<file path="config.mk">
export PLATFORM = sky130hd
export DESIGN_NAME = boost_adaptive_config_regs
export DESIGN_NICKNAME = d
export VERILOG_FILES = /design/src/shared/boost_cfg_pkg.sv /design/src/logic/cfg_reg8.sv /design/src/logic/boost_adaptive_config_regs.sv
export SDC_FILE = /design/constraint.sdc
export NUM_CORES = 1
export LEC_CHECK = 0
export ABC_AREA = 1
export ABC_CLOCK_PERIOD_IN_PS = 3040
export BUFFER_PORTS_ARGS = -buffer_cell sky130_fd_sc_hd__buf_2
export CORE_ASPECT_RATIO = 1.25
export CORE_MARGIN = 2
export CORE_UTILIZATION = 52
export DETAILED_ROUTE_END_ITERATION = 8
export PLACE_DENSITY_LB_ADDON = 0.3
export SLEW_MARGIN = 20
export SYNTH_ARGS = -nofsm -noshare
export SYNTH_HDL_FRONTEND = slang
export SYNTH_SLANG_ARGS = --single-unit
</file>
<file path="constraint.sdc">
create_clock -name i_clk -period 3.04 [get_ports i_clk]
set_clock_uncertainty 0.1 [all_clocks]
set_input_delay 0.304 -clock i_clk [delete_from_list [all_inputs] [get_ports i_clk]]
set_output_delay 0.304 -clock i_clk [all_outputs]
set_load 0.02 [all_outputs]
</file>
<file path="src/shared/boost_cfg_pkg.sv">
// Constants for the boost and adaptive configuration register bank.
// Assumes an 8-bit register port behind the serial slave, one clock.
package boost_cfg_pkg;

	// ------------------------------------------------------------
	// Register addresses
	// ------------------------------------------------------------
	localparam logic [7:0] ADDR_DRIVE_LIMIT = 8'hA7;
	localparam logic [7:0] ADDR_CEILING_JUMP = 8'hA9;
	localparam logic [7:0] ADDR_SPREAD_HEADROOM = 8'hAA;

	// ------------------------------------------------------------
	// Reset values and writable-bit masks
	// ------------------------------------------------------------
	// Nonvolatile defaults are not known here; zero is a safe start
	localparam logic [7:0] RST_DRIVE_LIMIT = 8'h00;
	localparam logic [7:0] RST_CEILING_JUMP = 8'h00;
	localparam logic [7:0] RST_SPREAD_HEADROOM = 8'h00;
	// Bits 7:6 of the first register have no access and read as zero
	localparam logic [7:0] MASK_DRIVE_LIMIT = 8'h3F;
	localparam logic [7:0] MASK_CEILING_JUMP = 8'hFF;
	localparam logic [7:0] MASK_SPREAD_HEADROOM = 8'hFF;
	localparam logic [7:0] READ_UNMAPPED = 8'h00;

	// ------------------------------------------------------------
	// Field positions
	// ------------------------------------------------------------
	localparam int THIRD_DRV_BIT = 5;
	localparam int SECOND_DRV_BIT = 4;
	localparam int ILIM_LSB = 0;
	localparam int CEIL_LSB = 5;
	localparam int JUMP_EN_BIT = 4;
	localparam int JUMP_TH_LSB = 2;
	localparam int JUMP_V_LSB = 0;
	localparam int SPREAD_BIT = 7;
	localparam int ADAPTIVE_BIT = 3;
	localparam int HEADROOM_LSB = 0;

	// ------------------------------------------------------------
	// Decode tables
	// ------------------------------------------------------------
	// Current limit in mA: 900, 1200, 1500, 1800
	localparam logic [11:0] ILIM_NORMAL_MA [4] =
		'{12'h384, 12'h4B0, 12'h5DC, 12'h708};
	// Doubled option: 1600, 2100, 2600, not permitted
	localparam logic [11:0] ILIM_DOUBLE_MA [4] =
		'{12'h640, 12'h834, 12'hA28, 12'h000};
	localparam logic [1:0] ILIM_FORBIDDEN_CODE = 2'h3;
	// Ceiling in tenths of a volt; zero marks an undefined code
	localparam logic [8:0] CEIL_LOW_DV [8] =
		'{9'h000, 9'h000, 9'h000, 9'h000,
		9'h0D2, 9'h0FA, 9'h12C, 9'h154};
	localparam logic [8:0] CEIL_HIGH_DV [8] =
		'{9'h000, 9'h000, 9'h0D2, 9'h0FA,
		9'h12C, 9'h159, 9'h186, 9'h1AE};
	// Jump threshold in percent: 10, 30, 50, 70
	localparam logic [6:0] JUMP_PCT [4] =
		'{7'h0A, 7'h1E, 7'h32, 7'h46};
	// Jump voltage in mV: 500, 1000, 2000, 4000
	localparam logic [11:0] JUMP_MV [4] =
		'{12'h1F4, 12'h3E8, 12'h7D0, 12'hFA0};
	// Headroom above the fixed offset: 875 mV less 125 mV a code
	localparam logic [9:0] HEADROOM_BASE_MV = 10'h36B;
	localparam logic [9:0] HEADROOM_STEP_MV = 10'h07D;
	localparam logic [2:0] HEADROOM_LAST_CODE = 3'h6;

endpackage

</file>
<file path="src/logic/cfg_reg8.sv">
// One 8-bit configuration register with a writable-bit mask.
// Assumes the write strobe is already decoded for this address.
module cfg_reg8 #(
	parameter logic [7:0] RESET_VALUE = 8'h00,
	parameter logic [7:0] WRITE_MASK = 8'hFF
) (
	// Clock and reset
	input wire logic i_clk,
	input wire logic i_rstn,
	// Write side
	input wire logic i_we,
	input wire logic [7:0] i_wdata,
	// Stored value
	output logic [7:0] o_q
);

	logic [7:0] q_q;

	// Bits outside the mask never store, so they always read zero
	always_ff @(posedge i_clk) begin
		if (!i_rstn) begin
			q_q <= RESET_VALUE & WRITE_MASK;
		end else if (i_we) begin
			q_q <= i_wdata & WRITE_MASK;
		end
	end

	assign o_q = q_q;

endmodule

</file>
<file path="src/logic/boost_adaptive_config_regs.sv">
// Boost drive, ceiling, jump detect and headroom configuration bank.
// Assumes the serial slave presents decoded byte reads and writes
// synchronous to i_clk; range and doubling bits come from elsewhere.
//
// Summary of operation
// - Bits 5 and 4 each enable one extra boost driver stage.
// - Two-bit code picks one of four current limits, or one of three in the doubled set.
// - Three-bit code picks boost ceiling; table depends on range bit.
// - Jump enable watches PWM input; threshold 10/30/50/70 percent.
// - Jump voltage code picks 0.5, 1, 2 or 4 V.
// - Headroom is offset plus 875 mV, less 125 mV per code.
module boost_adaptive_config_regs (
	// Clock and reset
	input wire logic i_clk,
	input wire logic i_rstn,
	// Register port
	input wire logic [7:0] i_addr,
	input wire logic i_wr_en,
	input wire logic [7:0] i_wdata,
	input wire logic i_rd_en,
	output logic [7:0] o_rdata,
	output logic o_rd_valid,
	output logic o_rd_unmapped,
	// Option bits held in neighbouring registers
	input wire logic i_doubled_limit_option,
	input wire logic i_boost_voltage_range_bit,
	// Boost driver and current limit
	output logic o_third_driver_stage_enable,
	output logic o_second_driver_stage_enable,
	output logic [1:0] o_inductor_current_limit_code,
	output logic [11:0] o_current_limit_ma,
	output logic o_current_limit_forbidden,
	// Boost ceiling
	output logic [2:0] o_boost_ceiling_code,
	output logic [8:0] o_boost_ceiling_dv,
	output logic o_boost_ceiling_undefined,
	// Jump detection
	output logic o_jump_detect_enable,
	output logic [6:0] o_jump_threshold_pct,
	output logic [11:0] o_jump_voltage_mv,
	// Spread spectrum, adaptive boost, headroom
	output logic o_spread_spectrum_enable,
	output logic o_adaptive_boost_enable,
	output logic [9:0] o_headroom_above_offset_mv,
	output logic o_headroom_undefined
);

	// ------------------------------------------------------------
	// Address decode and storage
	// ------------------------------------------------------------
	logic hit_drive;
	logic hit_ceiling;
	logic hit_spread;
	logic [7:0] drive_limit_q;
	logic [7:0] ceiling_jump_q;
	logic [7:0] spread_headroom_q;

	assign hit_drive = (i_addr == boost_cfg_pkg::ADDR_DRIVE_LIMIT);
	assign hit_ceiling = (i_addr == boost_cfg_pkg::ADDR_CEILING_JUMP);
	assign hit_spread = (i_addr == boost_cfg_pkg::ADDR_SPREAD_HEADROOM);

	cfg_reg8 #(
		.RESET_VALUE(boost_cfg_pkg::RST_DRIVE_LIMIT),
		.WRITE_MASK(boost_cfg_pkg::MASK_DRIVE_LIMIT)
	) u_drive_limit (
		.i_clk(i_clk),
		.i_rstn(i_rstn),
		.i_we(i_wr_en && hit_drive),
		.i_wdata(i_wdata),
		.o_q(drive_limit_q)
	);

	cfg_reg8 #(
		.RESET_VALUE(boost_cfg_pkg::RST_CEILING_JUMP),
		.WRITE_MASK(boost_cfg_pkg::MASK_CEILING_JUMP)
	) u_ceiling_jump (
		.i_clk(i_clk),
		.i_rstn(i_rstn),
		.i_we(i_wr_en && hit_ceiling),
		.i_wdata(i_wdata),
		.o_q(ceiling_jump_q)
	);

	cfg_reg8 #(
		.RESET_VALUE(boost_cfg_pkg::RST_SPREAD_HEADROOM),
		.WRITE_MASK(boost_cfg_pkg::MASK_SPREAD_HEADROOM)
	) u_spread_headroom (
		.i_clk(i_clk),
		.i_rstn(i_rstn),
		.i_we(i_wr_en && hit_spread),
		.i_wdata(i_wdata),
		.o_q(spread_headroom_q)
	);

	// ------------------------------------------------------------
	// Read port
	// ------------------------------------------------------------
	logic [7:0] rdata_d;
	logic [7:0] rdata_q;
	logic rd_valid_q;
	logic rd_unmapped_q;

	always_comb begin
		rdata_d = boost_cfg_pkg::READ_UNMAPPED;
		if (hit_drive) begin
			rdata_d = drive_limit_q;
		end else if (hit_ceiling) begin
			rdata_d = ceiling_jump_q;
		end else if (hit_spread) begin
			rdata_d = spread_headroom_q;
		end
	end

	// A read in the same cycle as a write returns the old value
	always_ff @(posedge i_clk) begin
		if (!i_rstn) begin
			rdata_q <= 8'h00;
			rd_valid_q <= 1'b0;
			rd_unmapped_q <= 1'b0;
		end else begin
			rd_valid_q <= i_rd_en;
			rd_unmapped_q <= i_rd_en && !(hit_drive || hit_ceiling ||
				hit_spread);
			if (i_rd_en) begin
				rdata_q <= rdata_d;
			end
		end
	end

	assign o_rdata = rdata_q;
	assign o_rd_valid = rd_valid_q;
	assign o_rd_unmapped = rd_unmapped_q;

	// ------------------------------------------------------------
	// Field extraction
	// ------------------------------------------------------------
	logic [1:0] ilim_code;
	logic [2:0] ceil_code;
	logic [1:0] jump_th_code;
	logic [1:0] jump_v_code;
	logic [2:0] head_code;

	assign ilim_code = drive_limit_q[boost_cfg_pkg::ILIM_LSB +: 2];
	assign ceil_code = ceiling_jump_q[boost_cfg_pkg::CEIL_LSB +: 3];
	assign jump_th_code = ceiling_jump_q[boost_cfg_pkg::JUMP_TH_LSB +: 2];
	assign jump_v_code = ceiling_jump_q[boost_cfg_pkg::JUMP_V_LSB +: 2];
	assign head_code = spread_headroom_q[boost_cfg_pkg::HEADROOM_LSB +: 3];

	// ------------------------------------------------------------
	// Boost driver strength and current limit
	// ------------------------------------------------------------
	logic third_drv_q;
	logic second_drv_q;
	logic [1:0] ilim_code_q;
	logic [11:0] ilim_ma_q;
	logic ilim_forbidden_q;

	always_ff @(posedge i_clk) begin
		if (!i_rstn) begin
			third_drv_q <= 1'b0;
			second_drv_q <= 1'b0;
		end else begin
			third_drv_q <= drive_limit_q[boost_cfg_pkg::THIRD_DRV_BIT];
			second_drv_q <= drive_limit_q[boost_cfg_pkg::SECOND_DRV_BIT];
		end
	end

	// The forbidden combination is flagged, not blocked: the host owns it
	always_ff @(posedge i_clk) begin
		if (!i_rstn) begin
			ilim_code_q <= 2'h0;
			ilim_ma_q <= 12'h000;
			ilim_forbidden_q <= 1'b0;
		end else begin
			ilim_code_q <= ilim_code;
			if (i_doubled_limit_option) begin
				ilim_ma_q <= boost_cfg_pkg::ILIM_DOUBLE_MA[ilim_code];
			end else begin
				ilim_ma_q <= boost_cfg_pkg::ILIM_NORMAL_MA[ilim_code];
			end
			ilim_forbidden_q <= i_doubled_limit_option &&
				(ilim_code == boost_cfg_pkg::ILIM_FORBIDDEN_CODE);
		end
	end

	assign o_third_driver_stage_enable = third_drv_q;
	assign o_second_driver_stage_enable = second_drv_q;
	assign o_inductor_current_limit_code = ilim_code_q;
	assign o_current_limit_ma = ilim_ma_q;
	assign o_current_limit_forbidden = ilim_forbidden_q;

	// ------------------------------------------------------------
	// Boost ceiling
	// ------------------------------------------------------------
	logic [2:0] ceil_code_q;
	logic [8:0] ceil_dv_d;
	logic [8:0] ceil_dv_q;
	logic ceil_undef_q;

	always_comb begin
		if (i_boost_voltage_range_bit) begin
			ceil_dv_d = boost_cfg_pkg::CEIL_HIGH_DV[ceil_code];
		end else begin
			ceil_dv_d = boost_cfg_pkg::CEIL_LOW_DV[ceil_code];
		end
	end

	// An undefined code reports zero volts so it cannot pass as valid
	always_ff @(posedge i_clk) begin
		if (!i_rstn) begin
			ceil_code_q <= 3'h0;
			ceil_dv_q <= 9'h000;
			ceil_undef_q <= 1'b0;
		end else begin
			ceil_code_q <= ceil_code;
			ceil_dv_q <= ceil_dv_d;
			ceil_undef_q <= (ceil_dv_d == 9'h000);
		end
	end

	assign o_boost_ceiling_code = ceil_code_q;
	assign o_boost_ceiling_dv = ceil_dv_q;
	assign o_boost_ceiling_undefined = ceil_undef_q;

	// ------------------------------------------------------------
	// Jump detection
	// ------------------------------------------------------------
	logic jump_en_q;
	logic [6:0] jump_pct_q;
	logic [11:0] jump_mv_q;

	always_ff @(posedge i_clk) begin
		if (!i_rstn) begin
			jump_en_q <= 1'b0;
			jump_pct_q <= 7'h00;
			jump_mv_q <= 12'h000;
		end else begin
			jump_en_q <= ceiling_jump_q[boost_cfg_pkg::JUMP_EN_BIT];
			jump_pct_q <= boost_cfg_pkg::JUMP_PCT[jump_th_code];
			jump_mv_q <= boost_cfg_pkg::JUMP_MV[jump_v_code];
		end
	end

	assign o_jump_detect_enable = jump_en_q;
	assign o_jump_threshold_pct = jump_pct_q;
	assign o_jump_voltage_mv = jump_mv_q;

	// ------------------------------------------------------------
	// Spread spectrum, adaptive boost, headroom
	// ------------------------------------------------------------
	logic spread_q;
	logic adaptive_q;
	logic [9:0] head_mv_q;
	logic head_undef_q;
	logic [9:0] head_drop;

	assign head_drop = 10'(head_code) * boost_cfg_pkg::HEADROOM_STEP_MV;

	always_ff @(posedge i_clk) begin
		if (!i_rstn) begin
			spread_q <= 1'b0;
			adaptive_q <= 1'b0;
		end else begin
			spread_q <= spread_headroom_q[boost_cfg_pkg::SPREAD_BIT];
			adaptive_q <= spread_headroom_q[boost_cfg_pkg::ADAPTIVE_BIT];
		end
	end

	// Code 111 has no level; it reports zero and raises the flag
	always_ff @(posedge i_clk) begin
		if (!i_rstn) begin
			head_mv_q <= 10'h000;
			head_undef_q <= 1'b0;
		end else if (head_code > boost_cfg_pkg::HEADROOM_LAST_CODE) begin
			head_mv_q <= 10'h000;
			head_undef_q <= 1'b1;
		end else begin
			head_mv_q <= boost_cfg_pkg::HEADROOM_BASE_MV - head_drop;
			head_undef_q <= 1'b0;
		end
	end

	assign o_spread_spectrum_enable = spread_q;
	assign o_adaptive_boost_enable = adaptive_q;
	assign o_headroom_above_offset_mv = head_mv_q;
	assign o_headroom_undefined = head_undef_q;

endmodule

</file>
# == After elaboration in Yosys (flattened, before gate mapping) ==
# Memories as Yosys holds them, arrays and structs flattened.
# Cells that the tools add are included.
# op_classes
add_sub_neg,1
n_mul,1
order_cmp,5
eq_ne,4
mux,22
n_bitwise,5
reduce_logical,10
# ops
op,count
2-to-1 mux 12 bit,7
binary-select mux 12 bit (select 2 bit),3
2-to-1 mux 9 bit,5
"== test 8 bit, second input constant",3
2-to-1 mux 8 bit,3
binary-select mux 7 bit (select 2 bit),1
2-to-1 mux 7 bit,2
"multiplier 3 x 7 -> 10 bit, second input constant",1
"subtractor 10 bit, first input constant",1
"greater-or-equal comparator 3 bit, second input constant",3
zero test 9 bit,1
NOT 2 -> 3 bit,3
logical AND 1 bit,5
"greater-or-equal comparator 4 bit, second input constant",1
NOT 3 -> 4 bit,1
"greater-than comparator 3 bit, second input constant",1
"== test 2 bit, second input constant",1
logical OR 1 bit,2
OR reduction 2 bit,1
zero test 1 bit,1
2-to-1 mux 1 bit,1
NOT 1 bit,1
# totals
ff_bits,95
romBits,144
inputBits,22
output_inout_bits,73
word_cells,71
mem_count,2
# mem_list
memory,words,width,read_ports,rd_ports_with_merged_regs,write_ports,line_no,rtl
(name not given),8,9,1,0,0,boost_adaptive_config_regs.sv:204,ceil_dv_d = boost_cfg_pkg::CEIL_LOW_DV[ceil_code];
(name not given),8,9,1,0,0,boost_adaptive_config_regs.sv:202,ceil_dv_d = boost_cfg_pkg::CEIL_HIGH_DV[ceil_code];

# == Depth between registers and ports, before layout ==
# logic_depth
ltp_word,6
depth_mapped,12
mapped_depth_nobuf,12

# == Modules after synthesis ==
# From an unflattened synthesis, not the netlist that was laid out.
# hier_totals
cells_unflattened,492
hier_area_um2,3935.0
# by_module_without_submodules
mod,instances,cells_each,area_per_inst_um2,seq_area_each_um2
boost_adaptive_config_regs,1,350,2946.6,1281.2
cfg_reg8 at u_ceiling_jump ...,2,51,356.6,160.2
cfg_reg8 at u_drive_limit,1,40,275.3,120.1

# == Least setup slack after synthesis ==
# Ideal clock, no wire load.
# synth_timing
kind,flip-flop to flip-flop
start,reg u_spread_headroom.q_q[1] (netlist: u_spread_headroom.o_q[1])
end,reg head_mv_q[8] (netlist: o_headroom_above_offset_mv[8])
setup_ps,115
arrival_ps,2197
t_required_ps,2825
setup_slack_ps,628
stages_incl_launch_ff,10
path_buffers,0
synth_period_minus_slack_ps,2412
cell_sequence,dfxtp_1 -> inv_1 -> ha_1 -> fa_1 -> inv_1 -> ha_1 -> a21oi_1 -> or2_2 -> a31oi_1 -> nor2_1
# synth_via
elab_chain_cells,2
word_cells_on_any_way,4
cone_classes,add/sub (1); mul (1); order compare (1); reduce/logical (1)
# synth_lines
item,line_no,rtl
"start, declared",cfg_reg8.sv:17,logic [7:0] q_q;
"start signal, assigned",cfg_reg8.sv:22,q_q <= RESET_VALUE & WRITE_MASK;
"start signal, assigned",cfg_reg8.sv:24,q_q <= i_wdata & WRITE_MASK;
multiplier 3 x 7 -> 10 bit or greater-than comparator 3 bit (tied branches),"boost_adaptive_config_regs.sv:257, boost_adaptive_config_regs.sv:274",
subtractor 10 bit or OR reduction 2 bit (tied branches),n/a,
"end signal, assigned",boost_adaptive_config_regs.sv:278,head_mv_q <= boost_cfg_pkg::HEADROOM_BASE_MV - head_drop;
"end, declared",boost_adaptive_config_regs.sv:253,logic [9:0] head_mv_q;
# Several ways; a longest one is shown, not always the timed one.
# A chain may end at the register's enable or synchronous reset.

# == Final worst setup path ==
# Ends and elaborated chain as after synthesis.

==> results by group <==
Synth
  • Synth area leader: dfxtp_1
  • Commonest cells in the netlist: dfxtp_1 (86), nand2_1 (76), inv_1 (61), a21oi_1 (43), nand3_1 (38)
  • Mean Syn Cell Area: 8.36 um^2
  • Async SR Flop Fraction: 0
  • YS warnings: 0
  • Post-synth top flop: dfxtp_1
  • Synthesized cell area: 0.00365 mm^2
  • Count leader, synth: dfxtp_1
  • Largest cells by area after synthesis: dfxtp_1 (47%), ha_1 (8.9%), nand2_1 (7.8%), inv_1 (6.3%), a21oi_1 (5.9%)
  • Yosys reg bits: 86
  • Seq/Total Area, Yosys: 0.471
  • Post-Synthesis Cells: 437
  • Post-synth EDFFs: 0
  • Share of the synthesized area in the top cell type: 0.471
  • Cell variety after synth: 32

Critical path
  • CP max stage delay: 0.62 ns
  • CP top delay family: adder cells
  • Crit path from: u_spread_headroom.o_q[1]
  • Critical Path AT: 2.84 ns
  • WS Path Type: register to register
  • Crit end category: register
  • Required time worst endpoint: 3.18 ns
  • WP buf/inv: 2
  • Crit-path max FO: 12
  • Critical path, cell by cell: inv_1 -> ha_1 -> fa_1 -> inv_1 -> ha_1 -> a21oi_1 -> or2_2 -> nand4_1 -> nand2_1 -> nor2_1
  • Critical R2R Launch: u_spread_headroom.o_q[1]
  • CP max stage cell: dfxtp_1
  • Crit start category: register

Clocking
  • Clk pin slew, worst setup/hold paths: 0.09 ns
  • CTS max path bufs: 2
  • Cts repair resizes: 0
  • Clk Latency, worst-skew pair: 0.35 ns
  • TritonCTS clock tree: yes
  • CTS H-tree depth: 3
  • CTS root buf: clkbuf_8
  • CTS Hold Bufs: 0
  • Setup repair bufs after CTS: 0
  • Clock net sink count: 86
  • Num CTS Buffers: 9

STA
  • Post-route minimum period: 2.70 ns
  • Final worst-path cycle share: 0.888
  • Worst-margin pin slew: 0.559 ns
  • Endpoints failing setup: 0
  • Slew Limit Fails: 0
  • Slew HR: 0.627
  • Final hold violation count: 0
  • FMAX: 370 MHz
  • Total Neg Setup Slack: 0 ns
  • Unrepaired setup endpoints after global routing: no

Detailed routing
  • Vias: 2976
  • Drt first-iter violations: 136
  • Drt pass-1 iters: 4
  • DR WL/cell: 11.8 um
  • Post-route ant nets: 0
  • Drt drc: 0
  • Avg Vias per Cell: 4.85
  • Drt total wl: 7.28 mm

Min path
  • Hold path start: i_wdata[7]
  • Hold Crit Class: input port to register

Power
  • Clock network power share: 0.414
  • Peak VDD IR: 0.262 mV
  • Internal: 1.67 mW
  • Leakage: 2.19 nW
  • Sequential Power Share: 0.527
  • Combinational Power Share: 0.059
  • Power Density: 504 mW/mm^2
  • Switching Power: 505 uW
  • Sw Ratio: 0.232
  • Total Power: 2.18 mW

Floorplan
  • Rows: 34
  • Starting Density: 0.530
  • Core area: 0.00689 mm^2
  • IO Count: 95
  • Die height: 97.7 um
  • Die width: 79.0 um
  • Die area: 0.00772 mm^2

Run status
  • Outcome: completed

Cells and area
  • Layout cells sized above 1: 0.237
  • Diode count: 0
  • Area growth, synth to finish: 18.3%
  • Fill count: 639
  • Layout net count: 572

Global route
  • Gr usage total: 0.193
  • First-pass GRT wire length: 11.9 mm
  • Vias in the first global route: 2717
  • Largest net degree at the start of global routing: 34
  • Grt ovf: 0
  • Initial antenna violation count: 0

Place
  • Port bufs: 89
  • RePlAce Congestion: 0.852
  • HPWL after DPL: 5.46 mm

Job
  • Max-cap violations: 0
[power by group through the flow]
| stage | Clock, mW | Sequential [mW] | Combinational [mW] |
|---|---|---|---|
| 6_report | 0.902 | 1.15 | 0.129 |
| 5_1_grt | 0.965 | 1.15 | 0.141 |
| 4_1_cts | 0.922 | 1.15 | 0.130 |
| 3_5_place_dp | 0 | 1.17 | 0.129 |
| 3_3_place_gp | 0 | 1.17 | 0.128 |
| 2_1_floorplan | 0 | 1.20 | 0.0650 |
[flip-flops by register name, summed over array words and instances (netlist names), 7 cells and up]
| name | flops |
|---|---|
| o_current_limit_ma | 10 |
| o_headroom_above_offset_mv | 10 |
| o_jump_voltage_mv | 8 |
| o_rdata | 8 |
| u_ceiling_jump.o_q | 8 |
| u_spread_headroom.o_q | 8 |
| o_boost_ceiling_dv | 7 |
[stage by stage]
step	hold WS, ns	setup WS [ns]	instances	cell area, um^2	util
2_1_floorplan	0.232	0.628	441	3670	-
3_3_place_gp	0.339	0.494	598	4100	0.594
3_5_place_dp	0.342	0.358	598	4100	0.594
4_1_cts	0.103	0.342	614	4330	0.628
5_1_grt	0.141	0.166	614	4330	0.628
6_report	0.126	0.340	614	4330	0.628
[final timing paths]
kind / endpoint / depth (start not counted) / slack (ns)
max: o_headroom_above_offset_mv[8] / 10 / 0.34
min: u_spread_headroom.o_q[7] / 3 / 0.13
max reg2reg: o_headroom_above_offset_mv[8] / 10 / 0.34
min reg2reg: o_third_driver_stage_enable / 2 / 0.35
[layout make-up]
cell class,count,area (um^2),share of cell area
tap,90,113,0.0260
sequential,86,1720,0.398
clock buffer,10,138,0.0318
clock inverter,6,92.6,0.0214
inverter,64,241,0.0558
multi-input combinational,268,1570,0.362
timing repair buffer,90,453,0.105
[worst register-to-register path: stages, from the launching register on]
cell     delay, ns
dfxtp_1       0.62
inv_1         0.23
ha_1          0.37
fa_1          0.53
inv_1         0.05
ha_1          0.20
a21oi_1       0.18
or2_2         0.15
nand4_1       0.06
nand2_1       0.07
nor2_1        0.04
[per-layer routing]
layer / vias to the layer above / part of all wire / global-route usage / routed length, um
met2: 91 / 0.50 / 0.329 / 3640
met5: - / 0 / 0 / 0
li1: 1541 / - / - / -
met4: 0 / 0.016 / 0.0915 / 118
met3: 13 / 0.055 / 0.0351 / 398
met1: 1331 / 0.43 / 0.235 / 3120
[cells in the final DEF (no fill, tap or decap), types with 4 or more instances in the layout]
master,count
buf_2,89
dfxtp_1,86
nand2_1,76
inv_1,61
a21oi_1,43
nand3_1,38
ha_1,26
nor2_1,20
o21ai_0,16
clkbuf_8,10
nand2_2,7
o22ai_1,7
fa_1,5
conb_1,5
nor2_4,4
nand3b_1,4
[cells by family (layout without fill, tap and decap cells)]
kind of cell	after synthesis	count (layout)	synth area share
DFF	86	86	0.471
adders and majority gates	31	31	0.116
other	1	5	0.00103
AOI/OAI and AO/OA	74	74	0.108
xor gates and xnor gates	2	2	0.00479
buffers and inverters	87	170	0.104
and+or+nand+nor	156	156	0.195
No activity file was read; power rests on OpenSTA's default activity.
